==> config.mk <==
export PLATFORM = sky130hd
export DESIGN_NAME = mdlc_top
export DESIGN_NICKNAME = d
export VERILOG_FILES = /design/src/include/mdlc_pkg.sv /design/src/design/mdlc_top.sv
export SDC_FILE = /design/constraint.sdc
export NUM_CORES = 1
export LEC_CHECK = 0
export BUFFER_PORTS_ARGS = -buffer_cell sky130_fd_sc_hd__buf_2
export CELL_PAD_IN_SITES_DETAIL_PLACEMENT = 1
export CELL_PAD_IN_SITES_GLOBAL_PLACEMENT = 2
export CORE_MARGIN = 2
export CORE_UTILIZATION = 37
export DETAILED_ROUTE_END_ITERATION = 10
export GPL_TIMING_DRIVEN = 0
export PLACE_DENSITY = 0.95
export SYNTH_ARGS = -nofsm -noshare
export SYNTH_HDL_FRONTEND = slang
export SYNTH_SLANG_ARGS = --single-unit
==> constraint.sdc <==
create_clock -name clk_in -period 3.5 [get_ports clk_in]
set_input_delay 0.35 -clock clk_in [delete_from_list [all_inputs] [get_ports clk_in]]
set_output_delay 0.35 -clock clk_in [all_outputs]
set_load 0.02 [all_outputs]
==> src/include/mdlc_pkg.sv <==
package mdlc_pkg;
  // clock and time base
  localparam int CLK_HZ = 40_000_000;
  localparam int TICK_US = 1000;
  localparam int TICK_CYCLES = CLK_HZ / 1_000_000 * TICK_US;
  // times in minutes, seconds and milliseconds
  localparam int BLANK_MIN = 8;
  localparam int BLANK_MS = BLANK_MIN * 60 * 1000;
  localparam int TECH_S = 5;
  localparam int SETUP_S = 7;
  localparam int TEST_S = 9;
  localparam int TECH_MS = TECH_S * 1000;
  localparam int SETUP_MS = SETUP_S * 1000;
  localparam int TEST_MS = TEST_S * 1000;
  localparam int LONG_MS = 2000;
  localparam int OK_MS = 2000;
  localparam int BLINK_MS = 500;
  localparam int HEART_MS = 1000;
  // reading index space per loop
  localparam logic [7:0] LAST_PRIMARY = 8'h1F;
  localparam logic [3:0] LAST_SECONDARY = 4'hF;
  // register byte offsets
  localparam logic [7:0] CTRL_OFS = 8'h00;
  localparam logic [7:0] STATUS_OFS = 8'h04;
  localparam logic [7:0] INFO_OFS = 8'h08;
  localparam logic [7:0] SEG_OFS = 8'h0C;
  // control fields and reset value
  localparam int CTRL_DIGITS8_BIT = 0;
  localparam int CTRL_CC_BLOCK_BIT = 1;
  localparam int CTRL_TRANSPORT_BIT = 2;
  localparam int CTRL_SAVED_BIT = 3;
  localparam logic [2:0] CTRL_RESET = 3'h5;
  // status segment config: per segment {flash, on}
  localparam logic [5:0] SEG_RESET = 6'h00;
  localparam logic [5:0] INFO_RESET = 6'h00;
  // status field positions
  localparam int ST_LOOP_LSB = 0;
  localparam int ST_SEC_BIT = 2;
  localparam int ST_ON_BIT = 3;
  localparam int ST_LOCK_BIT = 4;
  localparam int ST_INDEX_LSB = 8;
  localparam int ST_SUB_LSB = 16;
  // info bits
  localparam int INFO_INLET_OPEN = 5;
  localparam int INFO_INLET_SHORT = 4;
  localparam int INFO_OUTLET_OPEN = 3;
  localparam int INFO_OUTLET_SHORT = 2;
  localparam int INFO_FLOW_FAIL = 1;
  localparam int INFO_FLOW_REV = 0;

  typedef enum logic [1:0] {
    MDLC_USER, MDLC_TECH, MDLC_SETUP, MDLC_TEST
  } mdlc_loop_t;

  typedef struct packed {
    logic inlet_open;
    logic inlet_short;
    logic outlet_open;
    logic outlet_short;
    logic flow_fail;
    logic flow_reverse;
  } mdlc_err_t;

  typedef struct packed {
    logic inlet_temperature;
    logic outlet_temperature;
    logic temp_difference;
    logic flow;
    logic power;
  } mdlc_dash_t;

  typedef struct packed {
    logic heat_energy_total;
    logic cooling_energy_total;
    logic volume_inlet_temp_product;
    logic volume_outlet_temp_product;
    logic flow_volume_total;
  } mdlc_halt_t;
endpackage

==> src/design/mdlc_top.sv <==
// Decided for this implementation: the register offsets and register access over AHB-Lite.
`timescale 1ns/1ps
module mdlc_top
  import mdlc_pkg::*;
#(
  parameter int TICK_DIV = TICK_CYCLES
) (
  // clock and reset
  input wire logic clk_in,
  input wire logic srst_in,
  // ahb-lite slave
  input wire logic hsel_in,
  input wire logic [7:0] haddr_in,
  input wire logic [1:0] htrans_in,
  input wire logic hwrite_in,
  input wire logic [2:0] hsize_in,
  input wire logic hready_in,
  input wire logic [31:0] hwdata_in,
  output logic [31:0] hrdata_out,
  output logic hreadyout_out,
  output logic hresp_out,
  // pins: front key and seal contacts, high = pressed / broken
  input wire logic key_in,
  input wire logic setup_seal_in,
  input wire logic test_seal_in,
  // measuring core
  input wire logic first_integration_in,
  input wire logic core_alive_in,
  input wire logic cooling_in,
  input wire mdlc_err_t err_in,
  // display
  output logic display_on_out,
  output logic digits8_out,
  output logic info_symbol_out,
  output logic ok_symbol_out,
  output logic heartbeat_out,
  output logic [2:0] status_seg_out,
  output mdlc_loop_t loop_out,
  output logic secondary_out,
  output logic index_visible_out,
  output logic [7:0] index_out,
  output logic [3:0] sub_index_out,
  output mdlc_dash_t dash_out,
  output logic energy_neg_out,
  output logic delta_neg_out,
  output logic power_neg_out,
  // accumulators
  output mdlc_halt_t halt_out
);

  function automatic logic ms_reached(input logic [19:0] c,
                                      input int lim);
    ms_reached = (c == 20'(lim - 1));
  endfunction

  logic [2:0] key_sync, seal_s_sync, seal_t_sync;
  logic key, key_prev, setup_seal, test_seal;
  logic [15:0] div_cnt;
  logic tick;
  logic [19:0] idle_ms, hold_ms, ok_ms, blink_ms, heart_ms;
  logic blink, heart;
  logic lock;
  logic [2:0] ctrl;
  logic [5:0] seg_cfg, info;
  logic wr_pend;
  logic [7:0] wr_addr;
  logic ok_req;
  logic setup_allowed;
  logic press, release_ev;
  logic inlet_err, outlet_err, flow_err, any_err;
  logic [5:0] info_clr;
  mdlc_loop_t loop;

  // pins pass two flops; bit 0 feeds bit 1 only
  always_ff @(posedge clk_in) begin
    if (srst_in) begin
      key_sync <= 3'h0;
      seal_s_sync <= 3'h0;
      seal_t_sync <= 3'h0;
    end else begin
      key_sync <= {key_sync[1:0], key_in};
      seal_s_sync <= {seal_s_sync[1:0], setup_seal_in};
      seal_t_sync <= {seal_t_sync[1:0], test_seal_in};
    end
  end
  assign key = key_sync[1];
  assign key_prev = key_sync[2];
  assign setup_seal = seal_s_sync[1];
  assign test_seal = seal_t_sync[1];
  assign press = key & ~key_prev;
  assign release_ev = ~key & key_prev;

  // millisecond tick
  always_ff @(posedge clk_in) begin
    if (srst_in) begin
      div_cnt <= 16'h0000;
      tick <= 1'b0;
    end else if (div_cnt == 16'(TICK_DIV - 1)) begin
      div_cnt <= 16'h0000;
      tick <= 1'b1;
    end else begin
      div_cnt <= div_cnt + 16'h0001;
      tick <= 1'b0;
    end
  end

  // display wake and inactivity blanking
  always_ff @(posedge clk_in) begin
    if (srst_in) begin
      display_on_out <= 1'b0;
      idle_ms <= 20'h00000;
    end else if (press) begin
      display_on_out <= 1'b1;
      idle_ms <= 20'h00000;
    end else if (display_on_out && tick) begin
      if (ms_reached(idle_ms, BLANK_MS)) begin
        display_on_out <= 1'b0;
        idle_ms <= 20'h00000;
      end else begin
        idle_ms <= idle_ms + 20'h00001;
      end
    end
  end

  // lock survives everything but reset
  always_ff @(posedge clk_in) begin
    if (srst_in) begin
      lock <= 1'b0;
    end else if (first_integration_in) begin
      lock <= 1'b1;
    end
  end

  // setup access: transport state unless country blocks, else unlocked or seal
  assign setup_allowed = ctrl[CTRL_TRANSPORT_BIT] ?
    ~ctrl[CTRL_CC_BLOCK_BIT] :
    (~lock | setup_seal);

  // hold timer and loop selection
  always_ff @(posedge clk_in) begin
    if (srst_in) begin
      hold_ms <= 20'h00000;
      loop <= MDLC_USER;
    end else if (!key) begin
      hold_ms <= 20'h00000;
    end else if (tick) begin
      if (hold_ms != 20'hFFFFF) begin
        hold_ms <= hold_ms + 20'h00001;
      end
      if (ms_reached(hold_ms, TECH_MS)) begin
        loop <= MDLC_TECH;
      end else if (ms_reached(hold_ms, SETUP_MS) && setup_allowed) begin
        loop <= MDLC_SETUP;
      end else if (ms_reached(hold_ms, TEST_MS) && test_seal) begin
        loop <= MDLC_TEST;
      end
    end
  end
  assign loop_out = loop;

  // navigation; a press that changed loop starts the loop afresh
  always_ff @(posedge clk_in) begin
    if (srst_in) begin
      index_out <= 8'h00;
      sub_index_out <= 4'h0;
      secondary_out <= 1'b0;
    end else if (key && tick && ms_reached(hold_ms, TECH_MS)) begin
      index_out <= 8'h00;
      sub_index_out <= 4'h0;
      secondary_out <= 1'b0;
    end else if (release_ev && display_on_out) begin
      if (hold_ms < 20'(LONG_MS)) begin
        if (secondary_out) begin
          sub_index_out <= (sub_index_out == LAST_SECONDARY) ?
            4'h0 : sub_index_out + 4'h1;
        end else begin
          index_out <= (index_out == LAST_PRIMARY) ?
            8'h00 : index_out + 8'h01;
        end
      end else if (hold_ms < 20'(TECH_MS) && loop != MDLC_USER) begin
        secondary_out <= ~secondary_out;
        sub_index_out <= 4'h0;
      end
    end
  end

  always_ff @(posedge clk_in) begin
    if (srst_in) begin
      index_visible_out <= 1'b0;
    end else begin
      index_visible_out <= (loop != MDLC_USER);
    end
  end

  // blink and heartbeat time bases
  always_ff @(posedge clk_in) begin
    if (srst_in) begin
      blink_ms <= 20'h00000;
      heart_ms <= 20'h00000;
      blink <= 1'b0;
      heart <= 1'b0;
    end else if (tick) begin
      blink_ms <= ms_reached(blink_ms, BLINK_MS) ?
        20'h00000 : blink_ms + 20'h00001;
      heart_ms <= ms_reached(heart_ms, HEART_MS) ?
        20'h00000 : heart_ms + 20'h00001;
      if (ms_reached(blink_ms, BLINK_MS)) begin
        blink <= ~blink;
      end
      if (ms_reached(heart_ms, HEART_MS)) begin
        heart <= ~heart;
      end
    end
  end

  // symbols and segments, all but the digits flag dark while blank
  always_ff @(posedge clk_in) begin
    if (srst_in) begin
      digits8_out <= 1'b0;
      info_symbol_out <= 1'b0;
      heartbeat_out <= 1'b0;
      status_seg_out <= 3'h0;
    end else begin
      digits8_out <= ctrl[CTRL_DIGITS8_BIT];
      info_symbol_out <= display_on_out && (info != 6'h00) &&
        blink;
      // stops toggling if the core stalls
      heartbeat_out <= display_on_out && core_alive_in &&
        heart;
      for (int i = 0; i < 3; i++) begin
        status_seg_out[i] <= display_on_out && seg_cfg[2*i] &&
          (!seg_cfg[2*i+1] || blink);
      end
    end
  end

  // ok indication after a stored change
  always_ff @(posedge clk_in) begin
    if (srst_in) begin
      ok_symbol_out <= 1'b0;
      ok_ms <= 20'h00000;
    end else if (ok_req) begin
      ok_symbol_out <= 1'b1;
      ok_ms <= 20'h00000;
    end else if (ok_symbol_out && tick) begin
      if (ms_reached(ok_ms, OK_MS)) begin
        ok_symbol_out <= 1'b0;
      end
      ok_ms <= ok_ms + 20'h00001;
    end
  end

  // sensor faults grouped by the readings they spoil
  assign inlet_err = err_in.inlet_open | err_in.inlet_short;
  assign outlet_err = err_in.outlet_open | err_in.outlet_short;
  // reverse flow still measures, so it never dashes
  assign flow_err = err_in.flow_fail;
  assign any_err = inlet_err | outlet_err | flow_err;

  // error handling: dashes, halts and signs
  always_ff @(posedge clk_in) begin
    if (srst_in) begin
      dash_out <= '0;
      halt_out <= '0;
      energy_neg_out <= 1'b0;
      delta_neg_out <= 1'b0;
      power_neg_out <= 1'b0;
    end else begin
      dash_out.inlet_temperature <= inlet_err;
      dash_out.outlet_temperature <= outlet_err;
      dash_out.temp_difference <= inlet_err | outlet_err;
      dash_out.flow <= flow_err;
      dash_out.power <= any_err;
      halt_out.heat_energy_total <= any_err;
      halt_out.cooling_energy_total <= any_err;
      halt_out.volume_inlet_temp_product <= inlet_err | flow_err;
      halt_out.volume_outlet_temp_product <= outlet_err | flow_err;
      halt_out.flow_volume_total <= flow_err;
      energy_neg_out <= 1'b0;
      delta_neg_out <= cooling_in;
      power_neg_out <= cooling_in;
    end
  end

  // ahb-lite slave, zero wait states, always okay
  always_ff @(posedge clk_in) begin
    if (srst_in) begin
      wr_pend <= 1'b0;
      wr_addr <= 8'h00;
      hreadyout_out <= 1'b1;
      hresp_out <= 1'b0;
    end else begin
      wr_pend <= hsel_in && hready_in && htrans_in[1] && hwrite_in;
      wr_addr <= haddr_in;
    end
  end

  // registers written in the data phase
  always_ff @(posedge clk_in) begin
    if (srst_in) begin
      ctrl <= CTRL_RESET;
      seg_cfg <= SEG_RESET;
      ok_req <= 1'b0;
    end else begin
      ok_req <= 1'b0;
      if (wr_pend && wr_addr == CTRL_OFS) begin
        ctrl <= hwdata_in[2:0];
        ok_req <= hwdata_in[CTRL_SAVED_BIT];
      end
      if (wr_pend && wr_addr == SEG_OFS) begin
        seg_cfg <= hwdata_in[5:0];
      end
    end
  end

  // info codes: set wins over write-one-to-clear
  assign info_clr = (wr_pend && wr_addr == INFO_OFS) ? hwdata_in[5:0] : 6'h00;
  always_ff @(posedge clk_in) begin
    if (srst_in) begin
      info <= INFO_RESET;
    end else begin
      info <= (info & ~info_clr) | err_in;
    end
  end

  // read data captured in the address phase
  always_ff @(posedge clk_in) begin
    if (srst_in) begin
      hrdata_out <= 32'h00000000;
    end else if (hsel_in && hready_in && htrans_in[1] && !hwrite_in) begin
      unique case (haddr_in)
        CTRL_OFS: hrdata_out <= {29'h0, ctrl};
        STATUS_OFS: begin
          hrdata_out <= 32'h00000000;
          hrdata_out[ST_LOOP_LSB +: 2] <= loop;
          hrdata_out[ST_SEC_BIT] <= secondary_out;
          hrdata_out[ST_ON_BIT] <= display_on_out;
          hrdata_out[ST_LOCK_BIT] <= lock;
          hrdata_out[ST_INDEX_LSB +: 8] <= index_out;
          hrdata_out[ST_SUB_LSB +: 4] <= sub_index_out;
        end
        INFO_OFS: hrdata_out <= {26'h0, info};
        SEG_OFS: hrdata_out <= {26'h0, seg_cfg};
        default: hrdata_out <= 32'h00000000;
      endcase
    end
  end

endmodule

==> results of run 1 <==
==> worst max-delay path: stages, from the launching register on <==
cell and delay, ns:
dfxtp_1 0.30, nor4b_1 0.53, nand2_1 0.17, nor3_1 0.65
mux2i_1 0.29, nand2_1 0.07
==> Yosys cell counts, types with 6 or more instances <==
master	instances	area share
dfxtp_1	202	0.46
nor2_1	168	0.072
xor2_1	73	0.073
nand2_1	64	0.027
nand3_1	58	0.033
nand4_1	38	0.027
xnor2_1	38	0.038
and3_1	30	0.021
a21oi_1	29	0.017
nor3_1	25	0.014
buf_4	24	0.021
o21ai_0	23	0.013
clkbuf_1	21	0.0090
inv_1	21	0.0090
nor2b_1	18	0.013
a22oi_1	16	0.014
nor4_1	12	0.0086
and4_1	11	0.011
mux2i_1	11	0.013
buf_2	10	0.0057
ha_1	8	0.011
or3_1	7	0.0050
and2_1	6	0.0043
==> where the power goes <==
group	switching (mW)	internal [mW]	total, mW
Sequential	0.0159	2.32	2.34
Combinational	0.115	0.0685	0.184
Clock	1.01	1.47	2.48
==> through the flow <==
step | hold WS (ns) | instances | total power, mW | worst slack [ns]
CTS | 0.01193 | 1441 | 5.063 | 1.356
finish | 0.02005 | 1441 | 5.004 | 1.363
detailed placement | 0.4300 | 1399 | 2.576 | 1.167
global placement | 0.4214 | 1399 | 2.573 | 1.235
floorplan | 0.4138 | 998 | 2.508 | 1.827
global route | 0.03220 | 1441 | 5.173 | 1.216
==> cell usage in the layout (no fill, tap or decap), drive strengths merged, types with 5 or more instances in the layout <==
cell type / count
nand3: 58
ha: 8
conb: 17
nor3: 27
a21oi: 29
clkbuf: 51
o21ai: 24
xnor2: 38
nand2: 64
buf: 119
and4: 11
xor2: 73
a22oi: 17
nor4: 14
inv: 22
and2: 7
clkinv: 8
or3: 7
nor2: 169
and3: 30
dfxtp: 202
nand4: 38
or4: 6
mux2i: 11
nor2b: 18
nor4b: 5
==> worst max-delay path by stage <==
| stage | start | to | slack [ns] | cells after the start |
|---|---|---|---|---|
| 2_1_floorplan | div_cnt[0] | div_cnt[10] | 1.83 | 6 |
| 3_3_place_gp | srst_in | hold_ms[7] | 1.23 | 6 |
| 3_5_place_dp | srst_in | hold_ms[7] | 1.17 | 6 |
| 4_1_cts | wr_addr[4] | ctrl[2] | 1.36 | 5 |
| 5_1_grt | div_cnt[0] | div_cnt[9] | 1.22 | 6 |
| 6_report | wr_addr[4] | ctrl[2] | 1.36 | 5 |
==> state kept, by name, indices dropped and copies added, names as in the netlist, 4 cells and up <==
register and flops:
halt_out 4, info 6, hold_ms 20, idle_ms 20, heart_ms 20, ok_ms 20
sub_index_out 4, hrdata_out 18, div_cnt 16, blink_ms 20, wr_addr 8, index_out 8
seg_cfg 6
==> layer usage <==
layer / vias up / routed length, microns / part of all wire
met5: - / 0 / 0
met4: 0 / 529 / 0.024
met3: 39 / 1127 / 0.051
met2: 143 / 10630 / 0.48
met1: 3501 / 9951 / 0.45
li1: 3598 / - / -
==> cell families after synthesis <==
family	Yosys count
buf+inv	80
flops	202
other cells	2
compound gates	91
fa+ha+maj	8
simple gates	472
mux	17
xor+xnor	111
==> final cells by class <==
cell class              instances  area share
multi-input cells             716      0.4185
clock inverters                12     0.01284
flip-flops and latches        202      0.3878
repair buffers                 82     0.03935
well taps                     319     0.03827
clock buffers                  30     0.06251
plain buffers                  58     0.03287
inverters                      22    0.007918
==> summary.txt, run 1 <==
Clocking
  – Clock Sinks: 202
  – CTS tree: done
  – Clock transition at path regs: 0.06 ns
  – CTS buffer count: 23
  – Post-CTS Setup Bufs: 0
  – H-tree lvl count: 1
  – Clock Path Buffers: 3
  – Clk root buf: clkbuf_16
  – Post_cts resized: 0
  – # hold bufs at CTS: 0
  – Clock Latency Late Sink: 0.54 ns

Logic synthesis
  – #FFs+latches synth: 202
  – Post-synthesis simple-gate area fraction: 0.2741
  – Synth Area in Compound Gates: 0.06957
  – Post-synthesis cell count: 983
  – Largest family of logic cells by synthesized area: simple AND/OR/NAND/NOR gates
  – Ys Warns: 0
  – Post-synthesis mux area share: 0.02409
  – Prevailing post-synth register cell: dfxtp_1
  – Post-Synth Adder-Cell Area: 0.01140
  – Syn_area_per_cell: 8.929 sq um
  – Cell Area, Synth: 8777 sq um
  – Ys async rst share: 0
  – Post-synth EDFFs: 0
  – Netlist cell types: 60
  – Xor-xnor portion of the synthesized cell area: 0.1108
  – Post-synthesis sequential area ratio: 0.4607

Route
  – DRT Pass-1 Iters: 6
  – Routed vias/inst: 5.053
  – Antenna Nets Post-Route: 0
  – Vias: 7281
  – 1st-iter DRT viols: 331
  – WL/cell: 15.43 microns
  – Post-Route WL: 22.24 mm
  – Drt drc: 0

Timing
  – Post-route setup TNS: 0 ns
  – Max Slew Vio Count: 0
  – Post-layout min period: 2.137 ns
  – Clk_skew: 0.03101 ns
  – Worst slew margin: 0.4667
  – RSZ-0062 raised after global routing: no
  – Slew @ Worst Pin: 0.7939 ns
  – Final hold vios: 0
  – Fin crit share: 0.6106
  – F_max: 467.9 MHz
  – Setup-failing EPs final: 0

Cells and area
  – Share of post-route cells with drive strength above 1: 0.1640
  – Register area: 4044 sq um
  – Fillers: 2827
  – Diodes inserted: 0
  – Post-route cell area: 10430 sq um
  – Footprint of the multi-input gates: 4364 sq um
  – Area Growth Syn to Fin: 18.82%
  – Final Util: 0.4456
  – Final net count: 1175

GRT
  – Gr ovfl total: 0
  – Largest net degree at the start of global routing: 15
  – Met3 usage in global routing: 0.02902
  – Initial antenna violation count: 0
  – M2 GR Usage: 0.3054
  – Number of global-route vias before repair: 7317
  – GRT Total Usage: 0.1761
  – First-pass GRT wire length: 36.11 mm
  – Top Usage Layer GRT: met2
  – Grt met1 use: 0.2229

Status
  – Outcome: completed

Critical path
  – Critical path data arrival time: 2.55 ns
  – CP startpoint kind: flop
  – Required time of the critical path: 3.91 ns
  – R2r setup slk: 1.36 ns
  – Crit end category: flop
  – R2r startpoint: wr_addr[4]
  – Worst Path Class, Setup: reg2reg
  – Worst R2R End: ctrl[2]
  – Worst Path Max Fanout: 4
  – R2R cell count: 5

Placed design
  – RD Place Congestion: 0.8375
  – Cell Area, Placed: 9643 sq um
  – DP Wirelength: 15.65 mm
  – PortBufs: 82

Pwr
  – Leak: 4.018 nW
  – P per Cell Area: 479.8 nW/um^2
  – Maximum vdd ir drop: 0.0003195 V

Floorplan
  – IO Pins: 133
  – Row cnt: 56
  – Die H: 158.0 microns
  – Initial core utilization: 0.3751
  – Die X: 158.0 microns
  – Core box area: 23400 sq um
  – Die area: 24970 sq um

Job
  – Max Cap Viol: 0

Worst hold path
  – Hold endpoint: lock
  – Worst Min Path Start: first_integration_in
  – Worst hold path type: in2reg
  – Hold Path Depth: 3
No activity file was read; power rests on OpenSTA's default activity.
==> run 2, diff against run 1 <==
Settings changed: CORE_UTILIZATION 37 to 35, PLACE_DENSITY 0.95 to 0.91.
Clock period 3.5 ns to 2.1 ns, I/O delays scaled along.
==> summary.txt, run 2 (same netlist as run 1, synthesis figures left out) <==
Timing
  – Worst slew margin: 0.4792
  – Post-route setup TNS: 0 ns
  – Setup-failing EPs final: 0
  – Fin worst setup slack: 0.1201 ns
  – RSZ-0062 raised after global routing: yes
  – Min Hold Slack: 0.1470 ns
  – Slew @ Worst Pin: 0.7731 ns
  – Max Slew Vio Count: 0
  – Post-layout min period: 1.980 ns
  – Fin crit share: 0.9428
  – F_max: 505.1 MHz
  – Final hold vios: 0
  – Clk_skew: 0.01396 ns

Critical path
  – Family with the most delay on the worst path: simple AND/OR/NAND/NOR gates
  – Crit end category: flop
  – R2r setup slk: 0.12 ns
  – R2R cell count: 5
  – R2r startpoint: display_on_out
  – CP Cell Sequence: nor4bb_1 -> nand3_1 -> nor3_2 -> a31o_2 -> a21oi_1
  – Buf/Inv on CP: 0
  – Required time of the critical path: 2.48 ns
  – CP startpoint kind: flop
  – Critical path data arrival time: 2.36 ns
  – Worst R2R End: index_out[7]
  – Slowest-stage cell, CP: nor4bb_1
  – Worst Path Class, Setup: reg2reg
  – Worst Path Max Fanout: 6
  – Worst path max stage delay: 0.48 ns

Cells and area
  – Fillers: 2869
  – Commonest non-fill, non-tap cells in the layout: dfxtp_1, nor2_1, buf_2
  – Diodes inserted: 0
  – Area Growth Syn to Fin: 22.29%
  – Filler-free cell count of the finished design: 1472
  – Share of post-route cells with drive strength above 1: 0.1681
  – Final net count: 1202
  – Commonest non-fill, non-tap cell in the layout: dfxtp_1

Floorplan
  – Die X: 162.4 microns
  – IO Pins: 133
  – Initial core utilization: 0.3588
  – Row cnt: 57
  – Core box area: 24460 sq um
  – Die H: 162.4 microns
  – Die area: 26360 sq um

Route
  – Drt drc: 0
  – Antenna Nets Post-Route: 0
  – Vias: 7425
  – Routed vias/inst: 5.044
  – DRT Pass-1 Iters: 4
  – WL/cell: 15.67 microns
  – Post-Route WL: 23.07 mm
  – 1st-iter DRT viols: 389

Worst hold path
  – Worst hold path type: in2reg
  – Worst Min Path Start: haddr_in[3]
  – Hold endpoint: wr_addr[3]
  – Hold Path Depth: 2

GRT
  – Gr ovfl total: 0
  – GRT Total Usage: 0.1748
  – First-pass GRT wire length: 38.25 mm
  – Number of global-route vias before repair: 7720
  – Largest net degree at the start of global routing: 14
  – Initial antenna violation count: 0

Placed design
  – DP Wirelength: 15.80 mm
  – Pre-CTS setup slack: -0.1109 ns
  – Placed cell count: 1404
  – PortBufs: 82
  – RD Place Congestion: 0.7861

Pwr
  – Maximum vdd ir drop: 0.0005779 V
  – Leak: 4.147 nW
  – P per Cell Area: 777.2 nW/um^2

Clocking
  – Clock Latency Late Sink: 0.52 ns
  – Clock Path Buffers: 3
  – Clock Sinks: 202
  – CTS buffer count: 23
  – Clock transition at path regs: 0.06 ns
  – CTS tree: done
  – H-tree lvl count: 1
  – Clk root buf: clkbuf_16

Status
  – Outcome: completed

Job
  – Max Cap Viol: 0
-- run 2: layer usage --
layer	up-vias	track usage	part of all wire
met5	-	0	0
met2	134	0.3145	0.49
met3	38	0.02190	0.041
met1	3606	0.2199	0.45
met4	0	0.04827	0.021
li1	3647	-	-
-- run 2: area by class of cell --
| type | instances | area, sq um | share of cell area |
|---|---|---|---|
| clock inverter | 13 | 155.1 | 0.01445 |
| clock buffer | 28 | 614.3 | 0.05723 |
| tap | 324 | 405.4 | 0.03777 |
| inverter | 22 | 82.58 | 0.007693 |
| sequential | 202 | 4045 | 0.3769 |
| buffer | 58 | 345.3 | 0.03217 |
| multi-input combinational | 716 | 4408 | 0.4107 |
| timing repair buffer | 109 | 678.2 | 0.06318 |
-- run 2: timing repair --
| item | CTS | global route |
|---|---|---|
| resized for setup | 1 | 11 |
| pin swaps | 1 | 0 |
| hold endpoints to repair | 28 | 0 |
| cloned | 0 | 0 |
| setup buffers | 1 | 0 |
| endpoints found under the setup margin | 9 | 37 |
| hold buffers | 26 | 0 |
-- run 2: how the worst max path moves through the flow --
| stage | start | to | slack, ns | cells past startpoint |
|---|---|---|---|---|
| 2_1_floorplan | div_cnt[0] | div_cnt[10] | 0.43 | 6 |
| 3_3_place_gp | srst_in | hold_ms[14] | -0.06 | 6 |
| 3_5_place_dp | srst_in | hold_ms[15] | -0.11 | 6 |
| 4_1_cts | tick | idle_ms[13] | 0.02 | 6 |
| 5_1_grt | hold_ms[8] | sub_index_out[3] | -0.01 | 5 |
| 6_report | display_on_out | index_out[7] | 0.12 | 5 |
-- run 2: per-stage QoR --
step                area, sq um    util  total power, mW
floorplan                  8833       -            4.180
global placement           9649  0.3945            4.288
detailed placement         9649  0.3945            4.293
CTS                       10690  0.4369            8.451
global route              10730  0.4388            8.645
finish                    10730  0.4388            8.342
-- run 2: report_power, final --
part           total, mW  leakage [nW]  switching [mW]  internal (mW)
logic              0.353          2.12           0.206          0.147
clock network       4.09         0.389            1.63           2.46
registers           3.90          1.64          0.0272           3.87
total               8.34          4.15            1.86           6.48
